<file path="config.mk">
export PLATFORM = sky130hd
export DESIGN_NAME = pcd_top
export DESIGN_NICKNAME = d
export VERILOG_FILES = /design/src/design/pcd_edge_detect.v /design/src/design/pcd_top.v
export VERILOG_INCLUDE_DIRS = /design/src /design/src/design
export SDC_FILE = /design/constraint.sdc
export NUM_CORES = 1
export LEC_CHECK = 0
export BUFFER_PORTS_ARGS = -buffer_cell sky130_fd_sc_hd__buf_2
export CAP_MARGIN = 10
export CORE_MARGIN = 1.5
export CORE_UTILIZATION = 61
export CTS_CLUSTER_DIAMETER = 100
export CTS_CLUSTER_SIZE = 24
export DETAILED_ROUTE_END_ITERATION = 7
export PLACE_DENSITY_LB_ADDON = 0.05
export SLEW_MARGIN = 20
export SYNTH_ARGS = -nofsm -noshare
export SYNTH_HDL_FRONTEND = slang
export SYNTH_SLANG_ARGS = --single-unit
</file>
<file path="constraint.sdc">
create_clock -name pclk -period 4.25 [get_ports pclk]
set_input_delay 0.85 -clock pclk [delete_from_list [all_inputs] [get_ports pclk]]
set_output_delay 0.85 -clock pclk [all_outputs]
set_load 0.02 [all_outputs]
</file>
<file path="src/design/pcd_defs.vh">
// Register map, field positions and reset values of the pin change detector
`ifndef PCD_DEFS_VH
`define PCD_DEFS_VH
// Printed offsets are not all multiples of four: each is a register index, byte address = 4 * index
`define PCD_IDX_FLAG_B     12'hE93
`define PCD_IDX_FALL_B     12'hE94
`define PCD_IDX_RISE_B     12'hE95
`define PCD_IDX_FLAG_C     12'hE9B
`define PCD_IDX_FALL_C     12'hE9C
`define PCD_IDX_RISE_C     12'hE9D
`define PCD_IDX_FLAG_E     12'hEA8
`define PCD_IDX_FALL_E     12'hEA9
`define PCD_IDX_RISE_E     12'hEAA
`define PCD_IDX_FLAG_G     12'hEB5
`define PCD_IDX_FALL_G     12'hEB6
`define PCD_IDX_RISE_G     12'hEB7
`define PCD_IDX_CTRL       12'hEC0
`define PCD_IDX_IRQ_STAT   12'hEC1
`define PCD_IDX_IRQ_MASK   12'hEC2
// Control register fields
`define PCD_CTRL_GIE_BIT   0
`define PCD_CTRL_SUM_BIT   1
`define PCD_CTRL_MCLR_BIT  2
`define PCD_CTRL_LVP_BIT   3
`define PCD_CTRL_SLEEP_BIT 4
// Interrupt status fields: one per bank
`define PCD_IRQ_B_BIT      0
`define PCD_IRQ_C_BIT      1
`define PCD_IRQ_E_BIT      2
`define PCD_IRQ_G_BIT      3
`define PCD_IRQ_W          4
// Reset values
`define PCD_RST_BYTE       8'h00
`define PCD_RST_IRQ        4'h0
// Only pin 5 of bank G is eligible
`define PCD_G_PIN_MASK     8'h20
`endif

</file>
<file path="src/design/pcd_edge_detect.v">
// Synchroniser and armed edge detector for one bank of pins
`timescale 1ns/100ps
`default_nettype none
module pcd_edge_detect #(
  parameter WIDTH = 8
) (
  // Clock and reset
  input  wire             pclk,
  input  wire             presetn,
  // Pins and arming
  input  wire [WIDTH-1:0] pin_in,
  input  wire [WIDTH-1:0] rise_en,
  input  wire [WIDTH-1:0] fall_en,
  input  wire [WIDTH-1:0] pin_ok,
  // One pulse per armed edge
  output wire [WIDTH-1:0] edge_hit
);
  reg [WIDTH-1:0] sync1_r;
  reg [WIDTH-1:0] sync2_r;
  reg [WIDTH-1:0] prev_r;
  reg [1:0]       primed_r;

  // Two stages before any logic; primed waits two clocks, until sync2 holds a real pin sample,
  // while prev is still zero, so an armed pin that idles high gives one rising edge after reset
  always @(posedge pclk or negedge presetn) begin
    if (!presetn) begin
      sync1_r  <= {WIDTH{1'b0}};
      sync2_r  <= {WIDTH{1'b0}};
      prev_r   <= {WIDTH{1'b0}};
      primed_r <= 2'b00;
    end else begin
      sync1_r  <= pin_in;
      sync2_r  <= sync1_r;
      prev_r   <= sync2_r;
      primed_r <= {primed_r[0], 1'b1};
    end
  end

  // Rise and fall detectors are independent; both may be armed at once
  assign edge_hit = {WIDTH{primed_r[1]}} & pin_ok &
                    ((sync2_r & ~prev_r & rise_en) |
                     (~sync2_r & prev_r & fall_en));
endmodule // pcd_edge_detect
`default_nettype wire

</file>
<file path="src/design/pcd_top.v">
// Pin change detector with APB register access
// Operation
// - Change detection on all pins of banks B, C, E and bank G pin 5 only.
// - Any pin or combination of pins may raise the change interrupt on an edge.
// - With the global enable clear, flags still set and no change request is made; irq still follows the masked status.
// - Each pin has independent rising and falling edge detectors.
// - A set rise-enable bit arms rising detection; clear disables it.
// - A set fall-enable bit arms falling detection; clear disables it.
// - Both enable bits set detects edges in both directions together.
// - An armed edge sets the pin flag and requests interrupt if globally enabled.
// - Summary flag is set whenever any pin flag in any bank is set.
// - Writing zero clears a pin flag; writing one does not set it.
// - An edge arriving during a clearing write leaves the flag set.
// - An armed edge wakes the device from sleep when globally enabled.
// - Edges seen in sleep are in the flag registers before wake completes.
// - Bank B flag register is 8 bits at 0xE93, bit per pin, reset zero.
// - With master clear or low-voltage programming on, bank G pin 5 is not detected.
`timescale 1ns/100ps
`default_nettype none
`include "pcd_defs.vh"
module pcd_top #(
  parameter BANK_W = 8
) (
  // Clock and reset
  input  wire              pclk,
  input  wire              presetn,
  // APB slave
  input  wire              psel,
  input  wire              penable,
  input  wire              pwrite,
  input  wire [15:0]       paddr,
  input  wire [31:0]       pwdata,
  output reg  [31:0]       prdata,
  output reg               pready,
  output reg               pslverr,
  // Port pins
  input  wire [BANK_W-1:0] port_bank_b,
  input  wire [BANK_W-1:0] port_bank_c,
  input  wire [BANK_W-1:0] port_bank_e,
  input  wire [BANK_W-1:0] port_bank_g,
  // Processor side
  output reg               change_irq_request,
  output reg               wake_request,
  output reg               irq
);
  reg  [BANK_W-1:0]      flag_b_r, flag_c_r, flag_e_r, flag_g_r;
  reg  [BANK_W-1:0]      fall_b_r, fall_c_r, fall_e_r, fall_g_r;
  reg  [BANK_W-1:0]      rise_b_r, rise_c_r, rise_e_r, rise_g_r;
  reg                    gie_r;
  reg                    mclr_en_r;
  reg                    lvp_en_r;
  reg                    sleep_r;
  reg  [`PCD_IRQ_W-1:0]  irq_stat_r;
  reg  [`PCD_IRQ_W-1:0]  irq_mask_r;
  reg  [31:0]            rdata_nxt;
  reg                    known_nxt;
  wire [BANK_W-1:0]      hit_b, hit_c, hit_e, hit_g;
  wire [BANK_W-1:0]      all_ok;
  wire [BANK_W-1:0]      g_ok;
  wire [`PCD_IRQ_W-1:0]  bank_evt;
  wire                   any_hit;
  wire                   summary;
  wire                   wr_en;
  wire                   rd_en;
  wire [11:0]            idx;

  // Bank G keeps only pin 5, and loses it to master clear or LOW_VOLTAGE_PROGRAM_ENABLE
  assign all_ok = {BANK_W{1'b1}};
  assign g_ok   = (mclr_en_r | lvp_en_r) ? {BANK_W{1'b0}} : `PCD_G_PIN_MASK;

  pcd_edge_detect #(.WIDTH(BANK_W)) u_det_b (
    .pclk(pclk), .presetn(presetn), .pin_in(port_bank_b), .rise_en(rise_b_r),
    .fall_en(fall_b_r), .pin_ok(all_ok), .edge_hit(hit_b));
  pcd_edge_detect #(.WIDTH(BANK_W)) u_det_c (
    .pclk(pclk), .presetn(presetn), .pin_in(port_bank_c), .rise_en(rise_c_r),
    .fall_en(fall_c_r), .pin_ok(all_ok), .edge_hit(hit_c));
  pcd_edge_detect #(.WIDTH(BANK_W)) u_det_e (
    .pclk(pclk), .presetn(presetn), .pin_in(port_bank_e), .rise_en(rise_e_r),
    .fall_en(fall_e_r), .pin_ok(all_ok), .edge_hit(hit_e));
  pcd_edge_detect #(.WIDTH(BANK_W)) u_det_g (
    .pclk(pclk), .presetn(presetn), .pin_in(port_bank_g), .rise_en(rise_g_r),
    .fall_en(fall_g_r), .pin_ok(g_ok), .edge_hit(hit_g));

  // APB: zero wait state, writes take effect in the access phase
  assign idx   = paddr[13:2];
  assign wr_en = psel & penable & pwrite;
  assign rd_en = psel & ~penable & ~pwrite;

  // Flag update: software clears with zeros, a same-cycle edge still sets
  function [BANK_W-1:0] flag_next;
    input [BANK_W-1:0] cur;
    input              hit_wr;
    input [BANK_W-1:0] wdata;
    input [BANK_W-1:0] hit;
    begin
      flag_next = (hit_wr ? (cur & wdata) : cur) | hit;
    end
  endfunction

  function is_wr;
    input [11:0] target;
    begin
      is_wr = wr_en && (idx == target) && (paddr[1:0] == 2'b00);
    end
  endfunction

  assign bank_evt = {|hit_g, |hit_e, |hit_c, |hit_b};
  assign any_hit  = |bank_evt;
  assign summary  = |flag_b_r | |flag_c_r | |flag_e_r | |(flag_g_r & `PCD_G_PIN_MASK);

  always @(posedge pclk or negedge presetn) begin
    if (!presetn) begin
      flag_b_r   <= `PCD_RST_BYTE;
      flag_c_r   <= `PCD_RST_BYTE;
      flag_e_r   <= `PCD_RST_BYTE;
      flag_g_r   <= `PCD_RST_BYTE;
      fall_b_r   <= `PCD_RST_BYTE;
      fall_c_r   <= `PCD_RST_BYTE;
      fall_e_r   <= `PCD_RST_BYTE;
      fall_g_r   <= `PCD_RST_BYTE;
      rise_b_r   <= `PCD_RST_BYTE;
      rise_c_r   <= `PCD_RST_BYTE;
      rise_e_r   <= `PCD_RST_BYTE;
      rise_g_r   <= `PCD_RST_BYTE;
      gie_r      <= 1'b0;
      mclr_en_r  <= 1'b0;
      lvp_en_r   <= 1'b0;
      sleep_r    <= 1'b0;
      irq_stat_r <= `PCD_RST_IRQ;
      irq_mask_r <= `PCD_RST_IRQ;
    end else begin
      // Flags record edges even in sleep, so they are ready before wake
      flag_b_r <= flag_next(flag_b_r, is_wr(`PCD_IDX_FLAG_B), pwdata[7:0], hit_b);
      flag_c_r <= flag_next(flag_c_r, is_wr(`PCD_IDX_FLAG_C), pwdata[7:0], hit_c);
      flag_e_r <= flag_next(flag_e_r, is_wr(`PCD_IDX_FLAG_E), pwdata[7:0], hit_e);
      flag_g_r <= flag_next(flag_g_r, is_wr(`PCD_IDX_FLAG_G), pwdata[7:0] & `PCD_G_PIN_MASK,
                            hit_g);
      if (is_wr(`PCD_IDX_FALL_B)) fall_b_r <= pwdata[7:0];
      if (is_wr(`PCD_IDX_FALL_C)) fall_c_r <= pwdata[7:0];
      if (is_wr(`PCD_IDX_FALL_E)) fall_e_r <= pwdata[7:0];
      if (is_wr(`PCD_IDX_FALL_G)) fall_g_r <= pwdata[7:0] & `PCD_G_PIN_MASK;
      if (is_wr(`PCD_IDX_RISE_B)) rise_b_r <= pwdata[7:0];
      if (is_wr(`PCD_IDX_RISE_C)) rise_c_r <= pwdata[7:0];
      if (is_wr(`PCD_IDX_RISE_E)) rise_e_r <= pwdata[7:0];
      if (is_wr(`PCD_IDX_RISE_G)) rise_g_r <= pwdata[7:0] & `PCD_G_PIN_MASK;
      if (is_wr(`PCD_IDX_CTRL)) begin
        gie_r     <= pwdata[`PCD_CTRL_GIE_BIT];
        mclr_en_r <= pwdata[`PCD_CTRL_MCLR_BIT];
        lvp_en_r  <= pwdata[`PCD_CTRL_LVP_BIT];
      end
      // Sleep ends on the wake edge; a write in the same cycle loses to it
      if (any_hit && gie_r)
        sleep_r <= 1'b0;
      else if (is_wr(`PCD_IDX_CTRL))
        sleep_r <= pwdata[`PCD_CTRL_SLEEP_BIT];
      if (is_wr(`PCD_IDX_IRQ_MASK)) irq_mask_r <= pwdata[`PCD_IRQ_W-1:0];
      // Write one to clear; a new event in the same cycle wins
      irq_stat_r <= (is_wr(`PCD_IDX_IRQ_STAT) ? (irq_stat_r & ~pwdata[`PCD_IRQ_W-1:0])
                                               : irq_stat_r) | bank_evt;
    end
  end

  // Read mux
  always @* begin
    rdata_nxt = 32'h0000_0000;
    known_nxt = 1'b1;
    case (idx)
      `PCD_IDX_FLAG_B:   rdata_nxt[7:0] = flag_b_r;
      `PCD_IDX_FALL_B:   rdata_nxt[7:0] = fall_b_r;
      `PCD_IDX_RISE_B:   rdata_nxt[7:0] = rise_b_r;
      `PCD_IDX_FLAG_C:   rdata_nxt[7:0] = flag_c_r;
      `PCD_IDX_FALL_C:   rdata_nxt[7:0] = fall_c_r;
      `PCD_IDX_RISE_C:   rdata_nxt[7:0] = rise_c_r;
      `PCD_IDX_FLAG_E:   rdata_nxt[7:0] = flag_e_r;
      `PCD_IDX_FALL_E:   rdata_nxt[7:0] = fall_e_r;
      `PCD_IDX_RISE_E:   rdata_nxt[7:0] = rise_e_r;
      `PCD_IDX_FLAG_G:   rdata_nxt[7:0] = flag_g_r;
      `PCD_IDX_FALL_G:   rdata_nxt[7:0] = fall_g_r;
      `PCD_IDX_RISE_G:   rdata_nxt[7:0] = rise_g_r;
      `PCD_IDX_CTRL: begin
        rdata_nxt[`PCD_CTRL_GIE_BIT]   = gie_r;
        rdata_nxt[`PCD_CTRL_SUM_BIT]   = summary;
        rdata_nxt[`PCD_CTRL_MCLR_BIT]  = mclr_en_r;
        rdata_nxt[`PCD_CTRL_LVP_BIT]   = lvp_en_r;
        rdata_nxt[`PCD_CTRL_SLEEP_BIT] = sleep_r;
      end
      `PCD_IDX_IRQ_STAT: rdata_nxt[`PCD_IRQ_W-1:0] = irq_stat_r;
      `PCD_IDX_IRQ_MASK: rdata_nxt[`PCD_IRQ_W-1:0] = irq_mask_r;
      default:           known_nxt = 1'b0;
    endcase
    if (paddr[1:0] != 2'b00 || paddr[15:14] != 2'b00)
      known_nxt = 1'b0;
  end

  // Answers are registered in setup so the access phase ends at once
  always @(posedge pclk or negedge presetn) begin
    if (!presetn) begin
      prdata             <= 32'h0000_0000;
      pready             <= 1'b0;
      pslverr            <= 1'b0;
      change_irq_request <= 1'b0;
      wake_request       <= 1'b0;
      irq                <= 1'b0;
    end else begin
      pready  <= psel & ~penable;
      pslverr <= psel & ~penable & ~known_nxt;
      if (rd_en)
        prdata <= known_nxt ? rdata_nxt : 32'h0000_0000;
      // Request follows the summary flag only while globally enabled
      change_irq_request <= gie_r & summary;
      wake_request       <= gie_r & sleep_r & any_hit;
      irq                <= |(irq_stat_r & irq_mask_r);
    end
  end
endmodule // pcd_top
`default_nettype wire

</file>
==> report_table.html, run 1 <==
<table>
<tr><th>Metric</th><th>Value</th></tr>
<tr><th colspan="2">Timing</th></tr>
<tr><td>Setup TNS after final layout</td><td>0 ps</td></tr>
<tr><td>Maximum clock skew at final layout</td><td>9.74 ps</td></tr>
<tr><td>Maximum clock frequency</td><td>between 0.3 and 0.4 GHz</td></tr>
<tr><td>Unrepaired setup endpoints after global routing</td><td>false</td></tr>
<tr><td>Final max-slew violation count</td><td>0</td></tr>
<tr><td>Final cycle utilization of the critical path</td><td>65.7%</td></tr>
<tr><td>Transition time of the tightest slew-check pin</td><td>870 ps</td></tr>
<tr><td>Time the worst path needs with I/O delays and setup</td><td>2790 ps</td></tr>
<tr><td>Final Hold Vio Count</td><td>0</td></tr>
<tr><td>Max-slew headroom at the worst pin</td><td>42.0%</td></tr>
<tr><td>Final number of setup-violating endpoints</td><td>0</td></tr>
<tr><th colspan="2">Logic synthesis</th></tr>
<tr><td>Count of flip-flops with a built-in enable after synthesis</td><td>0</td></tr>
<tr><td>Adder-cell area share of the yosys netlist</td><td>0%</td></tr>
<tr><td>Number of library cell types mapped by synthesis</td><td>58</td></tr>
<tr><td>Number of flip-flops and latches in the synthesized netlist</td><td>177</td></tr>
<tr><td>Mapped Area</td><td>7670 sq um</td></tr>
<tr><td>Combinational family with the most area after synthesis</td><td>simple AND/OR/NAND/NOR gates</td></tr>
<tr><td>Xor and xnor area share after synthesis</td><td>0%</td></tr>
<tr><td>Synth Area in Simple Gates</td><td>18.0%</td></tr>
<tr><td>Async set-reset flop share out of synthesis</td><td>100%</td></tr>
<tr><td>Average cell area after synthesis</td><td>around 12 sq um</td></tr>
<tr><td>Portion of the post-synthesis area used by sequential elements</td><td>57.8%</td></tr>
<tr><td>Multiplexer fraction of the synthesized cell area</td><td>10.8%</td></tr>
<tr><td>Synthesized-area fraction occupied by ao, oa, aoi and oai cells</td><td>9.12%</td></tr>
<tr><td>Cells after synthesis</td><td>around 650</td></tr>
<tr><td>Synth warn</td><td>0</td></tr>
<tr><td>Ys flop type</td><td>sky130_fd_sc_hd__dfrtp_1</td></tr>
<tr><th colspan="2">Clock tree</th></tr>
<tr><td>Hold bufs inserted after CTS</td><td>0</td></tr>
<tr><td>Number of sinks handled by clock tree synthesis</td><td>roughly 180</td></tr>
<tr><td>Source-to-sink clock delay at the later pin of the worst-skew pair</td><td>430 ps</td></tr>
<tr><td>CTS tree</td><td>built</td></tr>
<tr><td>Master cell of the clock root buffer</td><td>sky130_fd_sc_hd__clkbuf_16</td></tr>
<tr><td>Clock-pin slew on the worst setup and hold paths</td><td>70 ps</td></tr>
<tr><td># resized after CTS</td><td>0</td></tr>
<tr><td>H-Tree Depth</td><td>4</td></tr>
<tr><td>Setup fix buffers added after clock tree synthesis</td><td>0</td></tr>
<tr><td>Max Buffers Root-to-Sink</td><td>2</td></tr>
<tr><td>Cts bufs inserted</td><td>17</td></tr>
<tr><th colspan="2">Finish</th></tr>
<tr><td>Number of nets in the layout</td><td>799</td></tr>
<tr><td>Syn-to-layout area delta</td><td>13.2%</td></tr>
<tr><td>Share of layout cells above drive strength 1</td><td>24.6%</td></tr>
<tr><td>Most frequent cells in the layout</td><td>sky130_fd_sc_hd__dfrtp_1, sky130_fd_sc_hd__buf_2, sky130_fd_sc_hd__nand2_1, sky130_fd_sc_hd__mux2_2, sky130_fd_sc_hd__o21ai_0</td></tr>
<tr><td>Final std cells w/o fill</td><td>~900</td></tr>
<tr><td>Number of antenna diodes</td><td>0</td></tr>
<tr><td>Most common cell after layout, fill and taps aside</td><td>sky130_fd_sc_hd__dfrtp_1</td></tr>
<tr><th colspan="2">Floorplan</th></tr>
<tr><td>Total number of placement rows</td><td>40</td></tr>
<tr><td>Die outline area</td><td>13,300 sq um</td></tr>
<tr><td>Floorplan Core Area</td><td>roughly 12,000 sq um</td></tr>
<tr><td>I/O Pins</td><td>122</td></tr>
<tr><td>Starting utilization of the core area</td><td>63.3%</td></tr>
<tr><td>Die extent in y</td><td>115 um</td></tr>
<tr><td>Die outline width</td><td>115 um</td></tr>
<tr><th colspan="2">Detailed routing</th></tr>
<tr><td>Total DRC errors in the routed layout</td><td>0</td></tr>
<tr><td>DRT antenna net count</td><td>0</td></tr>
<tr><td>Total iterations of the first detailed-routing run</td><td>5</td></tr>
<tr><td>Total Wirelength</td><td>20.6 mm</td></tr>
<tr><td>Via count</td><td>5,654</td></tr>
<tr><td>Vias/cell</td><td>6.32</td></tr>
<tr><td>Drt first-iter violations</td><td>456</td></tr>
<tr><td>Average wire per standard cell</td><td>23.0 um</td></tr>
<tr><th colspan="2">Run status</th></tr>
<tr><td>Run status</td><td>complete, no violations</td></tr>
<tr><th colspan="2">Setup path</th></tr>
<tr><td>Crit Path Max Fanout</td><td>25</td></tr>
<tr><td>Signal arrival time at the worst endpoint</td><td>3100 ps</td></tr>
<tr><td>Crit path kind</td><td>in2reg</td></tr>
<tr><td>Crit path cell chain</td><td>buf_2, buf_4, nand4b_1, nor4_1, nand2_1, mux2_2</td></tr>
<tr><td>Origin of the worst setup path</td><td>paddr[2]</td></tr>
<tr><td>Critical Path Start Type</td><td>input port</td></tr>
<tr><td>Element type at the critical path end</td><td>register</td></tr>
<tr><td>Beginning of the worst register-to-register path</td><td>fall_e_r[6]</td></tr>
<tr><td>Req. time, crit path</td><td>4560 ps</td></tr>
<tr><td>Delay contributed by the slowest stage of the critical path</td><td>500 ps</td></tr>
<tr><td>Slowest-stage cell, CP</td><td>sky130_fd_sc_hd__nor4_1</td></tr>
<tr><th colspan="2">Global route</th></tr>
<tr><td>Grt ovf</td><td>0</td></tr>
<tr><td>Initial antenna violation count</td><td>0</td></tr>
<tr><td>Global-route wire length before repair</td><td>31.8 mm</td></tr>
<tr><td>Number of global-route vias before repair</td><td>5,662</td></tr>
<tr><td>Largest net degree at the start of global routing</td><td>98</td></tr>
<tr><td>Tot GR Track Use</td><td>between 30% and 40%</td></tr>
<tr><th colspan="2">Place</th></tr>
<tr><td>Count of buffers from port buffering</td><td>66</td></tr>
<tr><td>HPWL reported at the end of detailed placement</td><td>between 10 and 15 mm</td></tr>
<tr><td>Gpl congestion</td><td>0.945</td></tr>
<tr><td>Number of placed instances, taps included</td><td>863</td></tr>
<tr><th colspan="2">Run</th></tr>
<tr><td>Max-cap violations</td><td>0</td></tr>
<tr><th colspan="2">Pwr</th></tr>
<tr><td>Static Leak</td><td>slightly above 4 nW</td></tr>
<tr><td>Max VDD drop</td><td>0.000552 V</td></tr>
<tr><td>Power per standard cell area</td><td>404 nW/um^2</td></tr>
<tr><th colspan="2">Min path</th></tr>
<tr><td>Hold Path Origin</td><td>u_det_c.sync1_r[1]</td></tr>
<tr><td>Kind of path behind the tightest hold check</td><td>reg2reg</td></tr>
</table>
## per-stage QoR
stage          worst slack (ps)  instance area (sq um)  util, %  hold WS [ps]  total power [W]
2_1_floorplan              1620                   7750        -           331          0.00187
3_3_place_gp               1110                   8060     66.6           332          0.00194
3_5_place_dp               1050                   8060     66.6           335          0.00195
4_1_cts                    1510                   8680     71.6           352          0.00353
5_1_grt                    1360                   8680     71.6           355          0.00361
6_report                   1460                   8680     71.6           349          0.00351
## synth_stat cells, types with 8 or more instances
master | number | share of area (%)
sky130_fd_sc_hd__dfrtp_1 | 177 | 58
sky130_fd_sc_hd__mux2_2 | 63 | 9.3
sky130_fd_sc_hd__nand2_1 | 63 | 3.1
sky130_fd_sc_hd__o21ai_0 | 45 | 2.9
sky130_fd_sc_hd__nand4b_1 | 30 | 3.4
sky130_fd_sc_hd__nand3_1 | 26 | 1.7
sky130_fd_sc_hd__nor2_1 | 26 | 1.3
sky130_fd_sc_hd__buf_4 | 24 | 2.3
sky130_fd_sc_hd__clkbuf_1 | 23 | 1.1
sky130_fd_sc_hd__and3b_1 | 18 | 2.1
sky130_fd_sc_hd__a22oi_1 | 12 | 1.2
sky130_fd_sc_hd__mux2i_1 | 12 | 1.6
sky130_fd_sc_hd__a21oi_1 | 11 | 0.72
sky130_fd_sc_hd__nor4_1 | 11 | 0.90
sky130_fd_sc_hd__nor3_1 | 9 | 0.59
sky130_fd_sc_hd__nand4_1 | 8 | 0.65
## power by group
group | internal (W) | switching [W] | total [W]
clock network | 0.000848 | 0.000741 | 0.00159
registers | 0.00172 | 0.0000206 | 0.00174
logic | 0.0000457 | 0.000129 | 0.000175
total | 0.00262 | 0.000891 | 0.00351
## critical path: cells and delay by family
family	cells	cell delay, ps
and+or+nand+nor	3	1050
buffers and inverters	2	800
muxes	1	390
## final cells by class
class                      instances  area [sq um]
inverter                           4          15.0
sequential                       177          4430
tap                              168           210
multi-input combinational        440          3000
fill                             863          3440
clock inverter                    15           186
timing repair buffer              74           409
clock buffer                      17           425
## cells by family after synthesis
group           count (synthesis)
compound gates                108
buf+inv                        58
flops                         177
mux                            75
other cells                     2
simple gates                  232
## routing by layer
layer  part of all wire [%]  wire length [um]  vias to the layer above  GRT usage (%)
met5                      0                 0                        -              0
met4                    3.1               648                        0           12.5
met3                    7.5              1530                       42           7.70
met2                     47              9740                      299           52.2
met1                     42              8670                     2849           45.3
li1                       -                 -                     2464              -
## path summary, 6_finish.rpt
path | slack (ps) | depth (start not counted) | end
setup / recovery | 1460 | 6 | rise_c_r[2]
hold / removal | 350 | 0 | u_det_c.sync2_r[1]
setup reg to reg | 1860 | 6 | wake_request
hold reg to reg | 350 | 0 | u_det_c.sync2_r[1]
max in group asynchronous | 2870 | 2 | u_det_b.prev_r[4]
min in group asynchronous | 500 | 1 | u_det_c.prev_r[0]
No activity file was read; power rests on OpenSTA's default activity.
==> inputs of run 2 (changes only) <==
--- a/config.mk
+++ b/config.mk
@@ -6,10 +6,11 @@
 export SDC_FILE = /design/constraint.sdc
 export NUM_CORES = 1
 export LEC_CHECK = 0
+export ABC_AREA = 1
 export BUFFER_PORTS_ARGS = -buffer_cell sky130_fd_sc_hd__buf_2
 export CAP_MARGIN = 10
 export CORE_MARGIN = 1.5
-export CORE_UTILIZATION = 61
+export CORE_UTILIZATION = 57
 export CTS_CLUSTER_DIAMETER = 100
 export CTS_CLUSTER_SIZE = 24
 export DETAILED_ROUTE_END_ITERATION = 7
==> constraint.sdc (replaced) <==
create_clock -name pclk -period 2.82 [get_ports pclk]
set_input_delay 0.564 -clock pclk [delete_from_list [all_inputs] [get_ports pclk]]
set_output_delay 0.564 -clock pclk [all_outputs]
set_load 0.02 [all_outputs]
==> report_table.html, run 2 <==
<table>
<tr><th>Metric</th><th>Value</th></tr>
<tr><th colspan="2">Detailed routing</th></tr>
<tr><td>Via count</td><td>6,599</td></tr>
<tr><td>Average wire per standard cell</td><td>18.5 um</td></tr>
<tr><td>Total Wirelength</td><td>between 20 and 25 mm</td></tr>
<tr><td>DRT antenna net count</td><td>0</td></tr>
<tr><td>Vias/cell</td><td>roughly 5.6</td></tr>
<tr><td>Total iterations of the first detailed-routing run</td><td>6</td></tr>
<tr><td>Total DRC errors in the routed layout</td><td>0</td></tr>
<tr><td>Drt first-iter violations</td><td>around 520</td></tr>
<tr><th colspan="2">Logic synthesis</th></tr>
<tr><td>Top cells by area in the synthesized netlist</td><td>sky130_fd_sc_hd__dfrtp_1, sky130_fd_sc_hd__nand2_1, sky130_fd_sc_hd__o21ai_0, sky130_fd_sc_hd__nor2_1, sky130_fd_sc_hd__inv_1</td></tr>
<tr><td>Multiplexer fraction of the synthesized cell area</td><td>0.128%</td></tr>
<tr><td>Count of flip-flops with a built-in enable after synthesis</td><td>0</td></tr>
<tr><td>Cell accounting for the most synthesized area</td><td>sky130_fd_sc_hd__dfrtp_1</td></tr>
<tr><td>Dominant cell by count in the synthesized netlist</td><td>sky130_fd_sc_hd__nand2_1</td></tr>
<tr><td>Post-synth top area share</td><td>56.6%</td></tr>
<tr><td>Number of flip-flops and latches in the synthesized netlist</td><td>between 150 and 200</td></tr>
<tr><td>Mapped Area</td><td>7820 sq um</td></tr>
<tr><td>Leading post-synthesis cells by instance count</td><td>sky130_fd_sc_hd__nand2_1, sky130_fd_sc_hd__dfrtp_1, sky130_fd_sc_hd__o21ai_0, sky130_fd_sc_hd__nor2_1, sky130_fd_sc_hd__inv_1</td></tr>
<tr><td>Portion of the post-synthesis area used by sequential elements</td><td>56.6%</td></tr>
<tr><td>Async set-reset flop share out of synthesis</td><td>100%</td></tr>
<tr><td>Synth Area in Simple Gates</td><td>26.8%</td></tr>
<tr><td>Synthesized-area fraction occupied by ao, oa, aoi and oai cells</td><td>9.54%</td></tr>
<tr><td>Adder-cell area share of the yosys netlist</td><td>0%</td></tr>
<tr><td>Synth warn</td><td>0</td></tr>
<tr><td>Xor and xnor area share after synthesis</td><td>0%</td></tr>
<tr><td>Ys flop type</td><td>sky130_fd_sc_hd__dfrtp_1</td></tr>
<tr><td>Number of library cell types mapped by synthesis</td><td>31</td></tr>
<tr><td>Cells after synthesis</td><td>~900</td></tr>
<tr><td>Average cell area after synthesis</td><td>8.66 sq um</td></tr>
<tr><td>Combinational family with the most area after synthesis</td><td>simple AND/OR/NAND/NOR gates</td></tr>
<tr><th colspan="2">Timing</th></tr>
<tr><td>Time the worst path needs with I/O delays and setup</td><td>~1900 ps</td></tr>
<tr><td>Max-slew headroom at the worst pin</td><td>45.2%</td></tr>
<tr><td>Final Hold Vio Count</td><td>0</td></tr>
<tr><td>Transition time of the tightest slew-check pin</td><td>between 800 and 900 ps</td></tr>
<tr><td>Final number of setup-violating endpoints</td><td>0</td></tr>
<tr><td>Unrepaired setup endpoints after global routing</td><td>false</td></tr>
<tr><td>Final max-slew violation count</td><td>0</td></tr>
<tr><td>Maximum clock frequency</td><td>0.515 GHz</td></tr>
<tr><td>Fin worst setup slack</td><td>879 ps</td></tr>
<tr><td>Final cycle utilization of the critical path</td><td>68.8%</td></tr>
<tr><td>Maximum clock skew at final layout</td><td>5.45 ps</td></tr>
<tr><td>Setup TNS after final layout</td><td>0 ps</td></tr>
<tr><th colspan="2">Finish</th></tr>
<tr><td>Flip-flop and latch area</td><td>roughly 4400 sq um</td></tr>
<tr><td>Syn-to-layout area delta</td><td>14.6%</td></tr>
<tr><td>Number of filler cells placed in the layout</td><td>1,077</td></tr>
<tr><td>Number of antenna diodes</td><td>0</td></tr>
<tr><td>Number of nets in the layout</td><td>1,071</td></tr>
<tr><td>Most common cell after layout, fill and taps aside</td><td>sky130_fd_sc_hd__nand2_1</td></tr>
<tr><td>Final Instance Area</td><td>8960 sq um</td></tr>
<tr><td>Most frequent cells in the layout</td><td>sky130_fd_sc_hd__nand2_1, sky130_fd_sc_hd__dfrtp_1, sky130_fd_sc_hd__o21ai_0</td></tr>
<tr><td>Share of layout cells above drive strength 1</td><td>13.4%</td></tr>
<tr><td>Footprint of the multi-input gates</td><td>2940 sq um</td></tr>
<tr><td>Fraction of the core area covered by cells at the end of the flow</td><td>roughly two thirds</td></tr>
<tr><th colspan="2">Clock tree</th></tr>
<tr><td>Clock-pin slew on the worst setup and hold paths</td><td>60 ps</td></tr>
<tr><td>Number of sinks handled by clock tree synthesis</td><td>177</td></tr>
<tr><td>Hold bufs inserted after CTS</td><td>0</td></tr>
<tr><td>Source-to-sink clock delay at the later pin of the worst-skew pair</td><td>430 ps</td></tr>
<tr><td>CTS tree</td><td>built</td></tr>
<tr><td>Max Buffers Root-to-Sink</td><td>2</td></tr>
<tr><td>Cts bufs inserted</td><td>17</td></tr>
<tr><td>Setup fix buffers added after clock tree synthesis</td><td>0</td></tr>
<tr><td>H-Tree Depth</td><td>4</td></tr>
<tr><td>Master cell of the clock root buffer</td><td>sky130_fd_sc_hd__clkbuf_16</td></tr>
<tr><td># resized after CTS</td><td>0</td></tr>
<tr><th colspan="2">Setup path</th></tr>
<tr><td>Element type at the critical path end</td><td>register</td></tr>
<tr><td>Delay contributed by the slowest stage of the critical path</td><td>360 ps</td></tr>
<tr><td>Signal arrival time at the worst endpoint</td><td>2230 ps</td></tr>
<tr><td>Register-to-Register Path Depth</td><td>4</td></tr>
<tr><td>Slowest-stage cell, CP</td><td>sky130_fd_sc_hd__nand2_2</td></tr>
<tr><td>Setup slack, reg-to-reg</td><td>890 ps</td></tr>
<tr><td>Crit path kind</td><td>in2reg</td></tr>
<tr><td>Worst reg2reg endpoint</td><td>wake_request</td></tr>
<tr><td>Beginning of the worst register-to-register path</td><td>u_det_b.primed_r[1]</td></tr>
<tr><td>Crit path cell chain</td><td>buf_2, inv_1, nand2_1, nor2_8, nand2_4, nor2_4, nand2_2, nand2_1, o21ai_1</td></tr>
<tr><td>Critical Path Start Type</td><td>input port</td></tr>
<tr><td>Crit Path Max Fanout</td><td>16</td></tr>
<tr><td>Cell repeated most along the worst path</td><td>sky130_fd_sc_hd__nand2_1</td></tr>
<tr><td>Req. time, crit path</td><td>3110 ps</td></tr>
<tr><th colspan="2">Global route</th></tr>
<tr><td>Largest net degree at the start of global routing</td><td>75</td></tr>
<tr><td>Number of global-route vias before repair</td><td>around 6,400</td></tr>
<tr><td>Met2 track utilization from global routing</td><td>49.9%</td></tr>
<tr><td>Global-route wire length before repair</td><td>between 30 and 40 mm</td></tr>
<tr><td>GRT met1 Usage</td><td>42.2%</td></tr>
<tr><td>Tot GR Track Use</td><td>31.7%</td></tr>
<tr><td>Most heavily used metal layer in global routing</td><td>met2</td></tr>
<tr><td>Initial antenna violation count</td><td>0</td></tr>
<tr><td>Grt ovf</td><td>0</td></tr>
<tr><td>Met3 usage in global routing</td><td>under 10%</td></tr>
<tr><th colspan="2">Pwr</th></tr>
<tr><td>Static Leak</td><td>4.29 nW</td></tr>
<tr><td>Final Power</td><td>0.00552 W</td></tr>
<tr><td>Power per standard cell area</td><td>616 nW/um^2</td></tr>
<tr><td>Max VDD drop</td><td>0.000500 V</td></tr>
<tr><th colspan="2">Place</th></tr>
<tr><td>HPWL reported at the end of detailed placement</td><td>15.6 mm</td></tr>
<tr><td>Count of buffers from port buffering</td><td>66</td></tr>
<tr><td>Placement Cell Area</td><td>a little over 8000 sq um</td></tr>
<tr><td>Gpl congestion</td><td>0.953</td></tr>
<tr><td>Placement Setup Slack</td><td>503 ps</td></tr>
<tr><th colspan="2">Floorplan</th></tr>
<tr><td>Die outline width</td><td>approximately 120 um</td></tr>
<tr><td>Floorplan Core Area</td><td>between 10,000 and 15,000 sq um</td></tr>
<tr><td>Starting utilization of the core area</td><td>58.8%</td></tr>
<tr><td>Die outline area</td><td>14,400 sq um</td></tr>
<tr><td>I/O Pins</td><td>122</td></tr>
<tr><td>Die extent in y</td><td>120 um</td></tr>
<tr><td>Total number of placement rows</td><td>42</td></tr>
<tr><th colspan="2">Run</th></tr>
<tr><td>Max-cap violations</td><td>0</td></tr>
<tr><th colspan="2">Run status</th></tr>
<tr><td>Run status</td><td>complete, no violations</td></tr>
<tr><th colspan="2">Min path</th></tr>
<tr><td>Kind of path behind the tightest hold check</td><td>in2async</td></tr>
</table>
[run 2: kinds of logic (layout without fill, tap and decap cells)]
group	Yosys count	count (layout)
buffers and inverters	107	180
other	2	25
flip-flops	177	177
AND/OR/NAND/NOR	470	470
AO/OA/AOI/OAI	146	146
multiplexers	1	1
[run 2: area by class of cell]
type                       instances  share of cell area [%]
clock buffer                      19                    4.83
timing repair buffer              77                    4.96
clock inverter                    13                    2.49
tap                              176                    2.46
inverter                          71                    2.97
sequential                       177                    49.4
multi-input combinational        642                    32.9
[run 2: worst max-delay path by stage]
| stage | slack [ps] | startpoint | to | depth (start not counted) |
|---|---|---|---|---|
| finish | 880 | paddr[8] | rise_b_r[0] | 9 |
| global route | 780 | paddr[3] | rise_b_r[0] | 9 |
| CTS | 910 | paddr[8] | rise_b_r[0] | 9 |
| detailed placement | 500 | paddr[8] | rise_b_r[0] | 9 |
| global placement | 530 | paddr[10] | irq_mask_r[0] | 9 |
| floorplan | 1110 | paddr[1] | rise_b_r[6] | 8 |
[run 2: layer usage]
layer / vias up / share of wire [%]
li1: 3031 / -
met1: 3189 / 42
met2: 317 / 47
met3: 62 / 7.3
met4: 0 / 3.7
met5: - / 0
[run 2: where the power goes]
part | leakage (nW) | total, W | internal, W | switching [W]
sequential | 2.14 | 0.00263 | 0.00260 | 0.0000340
clock | 0.313 | 0.00261 | 0.00159 | 0.00102
combinational | 1.84 | 0.000276 | 0.0000723 | 0.000203
total | 4.29 | 0.00552 | 0.00426 | 0.00125
[run 2: critical path, delay by kind of cell]
family	cells	cell delay (ps)
AOI/OAI and AO/OA	1	100
buffers and inverters	2	190
and+or+nand+nor	6	1370
[run 2: through the flow]
stage | hold WS (ps) | cells
floorplan | 268 | 926
CTS | 199 | 1175
global route | 203 | 1175
detailed placement | 336 | 1143
finish | 145 | 1175
global placement | 334 | 1143
==> inputs of run 3 (changes only) <==
==> constraint.sdc (replaced) <==
create_clock -name pclk -period 1.9 [get_ports pclk]
set_input_delay 0.38 -clock pclk [delete_from_list [all_inputs] [get_ports pclk]]
set_output_delay 0.38 -clock pclk [all_outputs]
set_load 0.02 [all_outputs]
==> report_table.html, run 3 (synthesized netlist as in run 2, its figures left out) <==
<table>
<tr><th>Metric</th><th>Value</th></tr>
<tr><th colspan="2">Run status</th></tr>
<tr><td>Run status</td><td>complete, no violations</td></tr>
<tr><th colspan="2">Clock tree</th></tr>
<tr><td>Master cell of the clock root buffer</td><td>sky130_fd_sc_hd__clkbuf_16</td></tr>
<tr><td>Hold bufs inserted after CTS</td><td>1</td></tr>
<tr><td>Max Buffers Root-to-Sink</td><td>2</td></tr>
<tr><td>H-Tree Depth</td><td>4</td></tr>
<tr><td>Source-to-sink clock delay at the later pin of the worst-skew pair</td><td>approximately 430 ps</td></tr>
<tr><td>Clock-pin slew on the worst setup and hold paths</td><td>70 ps</td></tr>
<tr><td>Setup fix buffers added after clock tree synthesis</td><td>0</td></tr>
<tr><td>CTS tree</td><td>built</td></tr>
<tr><td>Number of sinks handled by clock tree synthesis</td><td>177</td></tr>
<tr><td># resized after CTS</td><td>0</td></tr>
<tr><td>Cts bufs inserted</td><td>17</td></tr>
<tr><th colspan="2">Setup path</th></tr>
<tr><td>Setup slack, reg-to-reg</td><td>260 ps</td></tr>
<tr><td>Critical Path Start Type</td><td>input port</td></tr>
<tr><td>Signal arrival time at the worst endpoint</td><td>2040 ps</td></tr>
<tr><td>Req. time, crit path</td><td>around 2300 ps</td></tr>
<tr><td>Crit Path Max Fanout</td><td>6</td></tr>
<tr><td>Crit path kind</td><td>in2reg</td></tr>
<tr><td>Worst reg2reg endpoint</td><td>sleep_r</td></tr>
<tr><td>Beginning of the worst register-to-register path</td><td>u_det_b.primed_r[1]</td></tr>
<tr><td>Element type at the critical path end</td><td>register</td></tr>
<tr><td>Register-to-Register Path Depth</td><td>9</td></tr>
<tr><th colspan="2">Global route</th></tr>
<tr><td>Number of global-route vias before repair</td><td>6,691</td></tr>
<tr><td>Met2 track utilization from global routing</td><td>51.8%</td></tr>
<tr><td>Largest net degree at the start of global routing</td><td>between 40 and 50</td></tr>
<tr><td>GRT met1 Usage</td><td>a little over two fifths</td></tr>
<tr><td>Met3 usage in global routing</td><td>about 7%</td></tr>
<tr><td>Grt ovf</td><td>0</td></tr>
<tr><td>Most heavily used metal layer in global routing</td><td>met2</td></tr>
<tr><td>Tot GR Track Use</td><td>32.8%</td></tr>
<tr><td>Global-route wire length before repair</td><td>roughly 35 mm</td></tr>
<tr><td>Initial antenna violation count</td><td>0</td></tr>
<tr><th colspan="2">Timing</th></tr>
<tr><td>Setup TNS after final layout</td><td>0 ps</td></tr>
<tr><td>Maximum clock skew at final layout</td><td>12.9 ps</td></tr>
<tr><td>Final cycle utilization of the critical path</td><td>87.6%</td></tr>
<tr><td>Final number of setup-violating endpoints</td><td>0</td></tr>
<tr><td>Final max-slew violation count</td><td>0</td></tr>
<tr><td>Time the worst path needs with I/O delays and setup</td><td>roughly 1700 ps</td></tr>
<tr><td>Final Hold Vio Count</td><td>0</td></tr>
<tr><td>Maximum clock frequency</td><td>~0.6 GHz</td></tr>
<tr><td>Unrepaired setup endpoints after global routing</td><td>false</td></tr>
<tr><th colspan="2">Min path</th></tr>
<tr><td>Hold Path Stages</td><td>1</td></tr>
<tr><td>Hold endpoint</td><td>u_det_c.sync1_r[0]</td></tr>
<tr><td>Hold Path Origin</td><td>port_bank_c[0]</td></tr>
<tr><td>Kind of path behind the tightest hold check</td><td>in2reg</td></tr>
<tr><th colspan="2">Floorplan</th></tr>
<tr><td>Total number of placement rows</td><td>42</td></tr>
<tr><td>I/O Pins</td><td>122</td></tr>
<tr><td>Starting utilization of the core area</td><td>between 50% and 60%</td></tr>
<tr><td>Die outline area</td><td>14,400 sq um</td></tr>
<tr><td>Die extent in y</td><td>120 um</td></tr>
<tr><td>Die outline width</td><td>120 um</td></tr>
<tr><td>Floorplan Core Area</td><td>13,300 sq um</td></tr>
<tr><th colspan="2">Place</th></tr>
<tr><td>Gpl congestion</td><td>0.980</td></tr>
<tr><td>Count of buffers from port buffering</td><td>66</td></tr>
<tr><td>HPWL reported at the end of detailed placement</td><td>16.4 mm</td></tr>
<tr><td>Number of placed instances, taps included</td><td>~1,200</td></tr>
<tr><th colspan="2">Run</th></tr>
<tr><td>Max-cap violations</td><td>0</td></tr>
<tr><th colspan="2">Detailed routing</th></tr>
<tr><td>Drt first-iter violations</td><td>581</td></tr>
<tr><td>Total Wirelength</td><td>22.1 mm</td></tr>
<tr><td>Vias/cell</td><td>5.61</td></tr>
<tr><td>Total iterations of the first detailed-routing run</td><td>5</td></tr>
<tr><td>DRT antenna net count</td><td>0</td></tr>
<tr><td>Via count</td><td>6,795</td></tr>
<tr><td>Total DRC errors in the routed layout</td><td>0</td></tr>
<tr><td>Average wire per standard cell</td><td>18.2 um</td></tr>
<tr><th colspan="2">Finish</th></tr>
<tr><td>Most frequent cells in the layout</td><td>sky130_fd_sc_hd__nand2_1, sky130_fd_sc_hd__dfrtp_1, sky130_fd_sc_hd__o21ai_0</td></tr>
<tr><td>Footprint of the multi-input gates</td><td>2940 sq um</td></tr>
<tr><td>Final std cells w/o fill</td><td>1,212</td></tr>
<tr><td>Syn-to-layout area delta</td><td>18.3%</td></tr>
<tr><td>Number of nets in the layout</td><td>1,108</td></tr>
<tr><td>Most common cell after layout, fill and taps aside</td><td>sky130_fd_sc_hd__nand2_1</td></tr>
<tr><td>Fraction of the core area covered by cells at the end of the flow</td><td>a little over two thirds</td></tr>
<tr><td>Number of antenna diodes</td><td>0</td></tr>
<tr><td>Flip-flop and latch area</td><td>4430 sq um</td></tr>
<tr><td>Share of layout cells above drive strength 1</td><td>16.5%</td></tr>
<tr><td>Number of filler cells placed in the layout</td><td>1,054</td></tr>
<tr><th colspan="2">Pwr</th></tr>
<tr><td>Power per standard cell area</td><td>854 nW/um^2</td></tr>
<tr><td>Static Leak</td><td>4.47 nW</td></tr>
<tr><td>Max VDD drop</td><td>0.000819 V</td></tr>
</table>
[run 3: changes by cell type in the layout (fill, tap and decap cells not counted), sizes merged]
cell	before	now
buf	77	113
bufinv	5	2
inv	76	78
clkbuf	19	18
clkinv	1	2
clkinvlp	2	3
dlygate4sd3	0	1
[run 3: final cells by class]
cell class	instances	area share, %
flip-flops and latches	177	47.9
multi-input cells	642	31.8
repair buffers	114	8.51
clock buffers	18	4.64
inverters	71	2.88
well taps	176	2.38
clock inverters	14	1.87
[run 3: report_power, final]
| group | internal (W) | total [W] | switching (W) |
|---|---|---|---|
| Sequential | 0.00385 | 0.00390 | 0.0000451 |
| Clock | 0.00199 | 0.00355 | 0.00156 |
| Combinational | 0.000134 | 0.000452 | 0.000318 |
| Total | 0.00597 | 0.00790 | 0.00192 |
[run 3: worst max-delay path by stage]
stage | from | slack [ps] | to | cells after the start
floorplan | paddr[1] | 380 | rise_b_r[6] | 8
global placement | paddr[10] | -2 | prdata[6] | 11
detailed placement | paddr[3] | -80 | prdata[6] | 10
CTS | paddr[3] | 310 | prdata[6] | 10
global route | paddr[3] | 60 | prdata[6] | 13
finish | paddr[3] | 240 | prdata[6] | 10
[run 3: through the flow]
| stage | hold WS [ps] | setup slack, ps | total power, W | cell area, sq um |
|---|---|---|---|---|
| floorplan | 84.4 | 377 | 0.00418 | 7910 |
| global placement | 332 | -2.05 | 0.00440 | 8640 |
| detailed placement | 335 | -82.5 | 0.00441 | 8640 |
| CTS | 44.2 | 309 | 0.00792 | 9250 |
| global route | 39.6 | 56.4 | 0.00815 | 9250 |
| finish | 46.8 | 235 | 0.00790 | 9250 |
[run 3: layer usage]
layer / vias to the layer above / part of all wire, % / routed length, um
met5: - / 0 / 0
met4: 0 / 5.1 / 1120
met3: 76 / 7.4 / 1630
met2: 336 / 47 / 10400
met1: 3273 / 41 / 8960
li1: 3110 / - / -
[run 3: critical path, stage by stage]
cell,delay (ps)
sky130_fd_sc_hd__buf_2,120
sky130_fd_sc_hd__nor2_1,250
sky130_fd_sc_hd__nand3_1,240
sky130_fd_sc_hd__nor2_4,340
sky130_fd_sc_hd__nand2_1,110
sky130_fd_sc_hd__nand2_1,120
sky130_fd_sc_hd__nor2_1,60
sky130_fd_sc_hd__nand3b_1,220
sky130_fd_sc_hd__nand3_1,120
sky130_fd_sc_hd__nand2_1,70
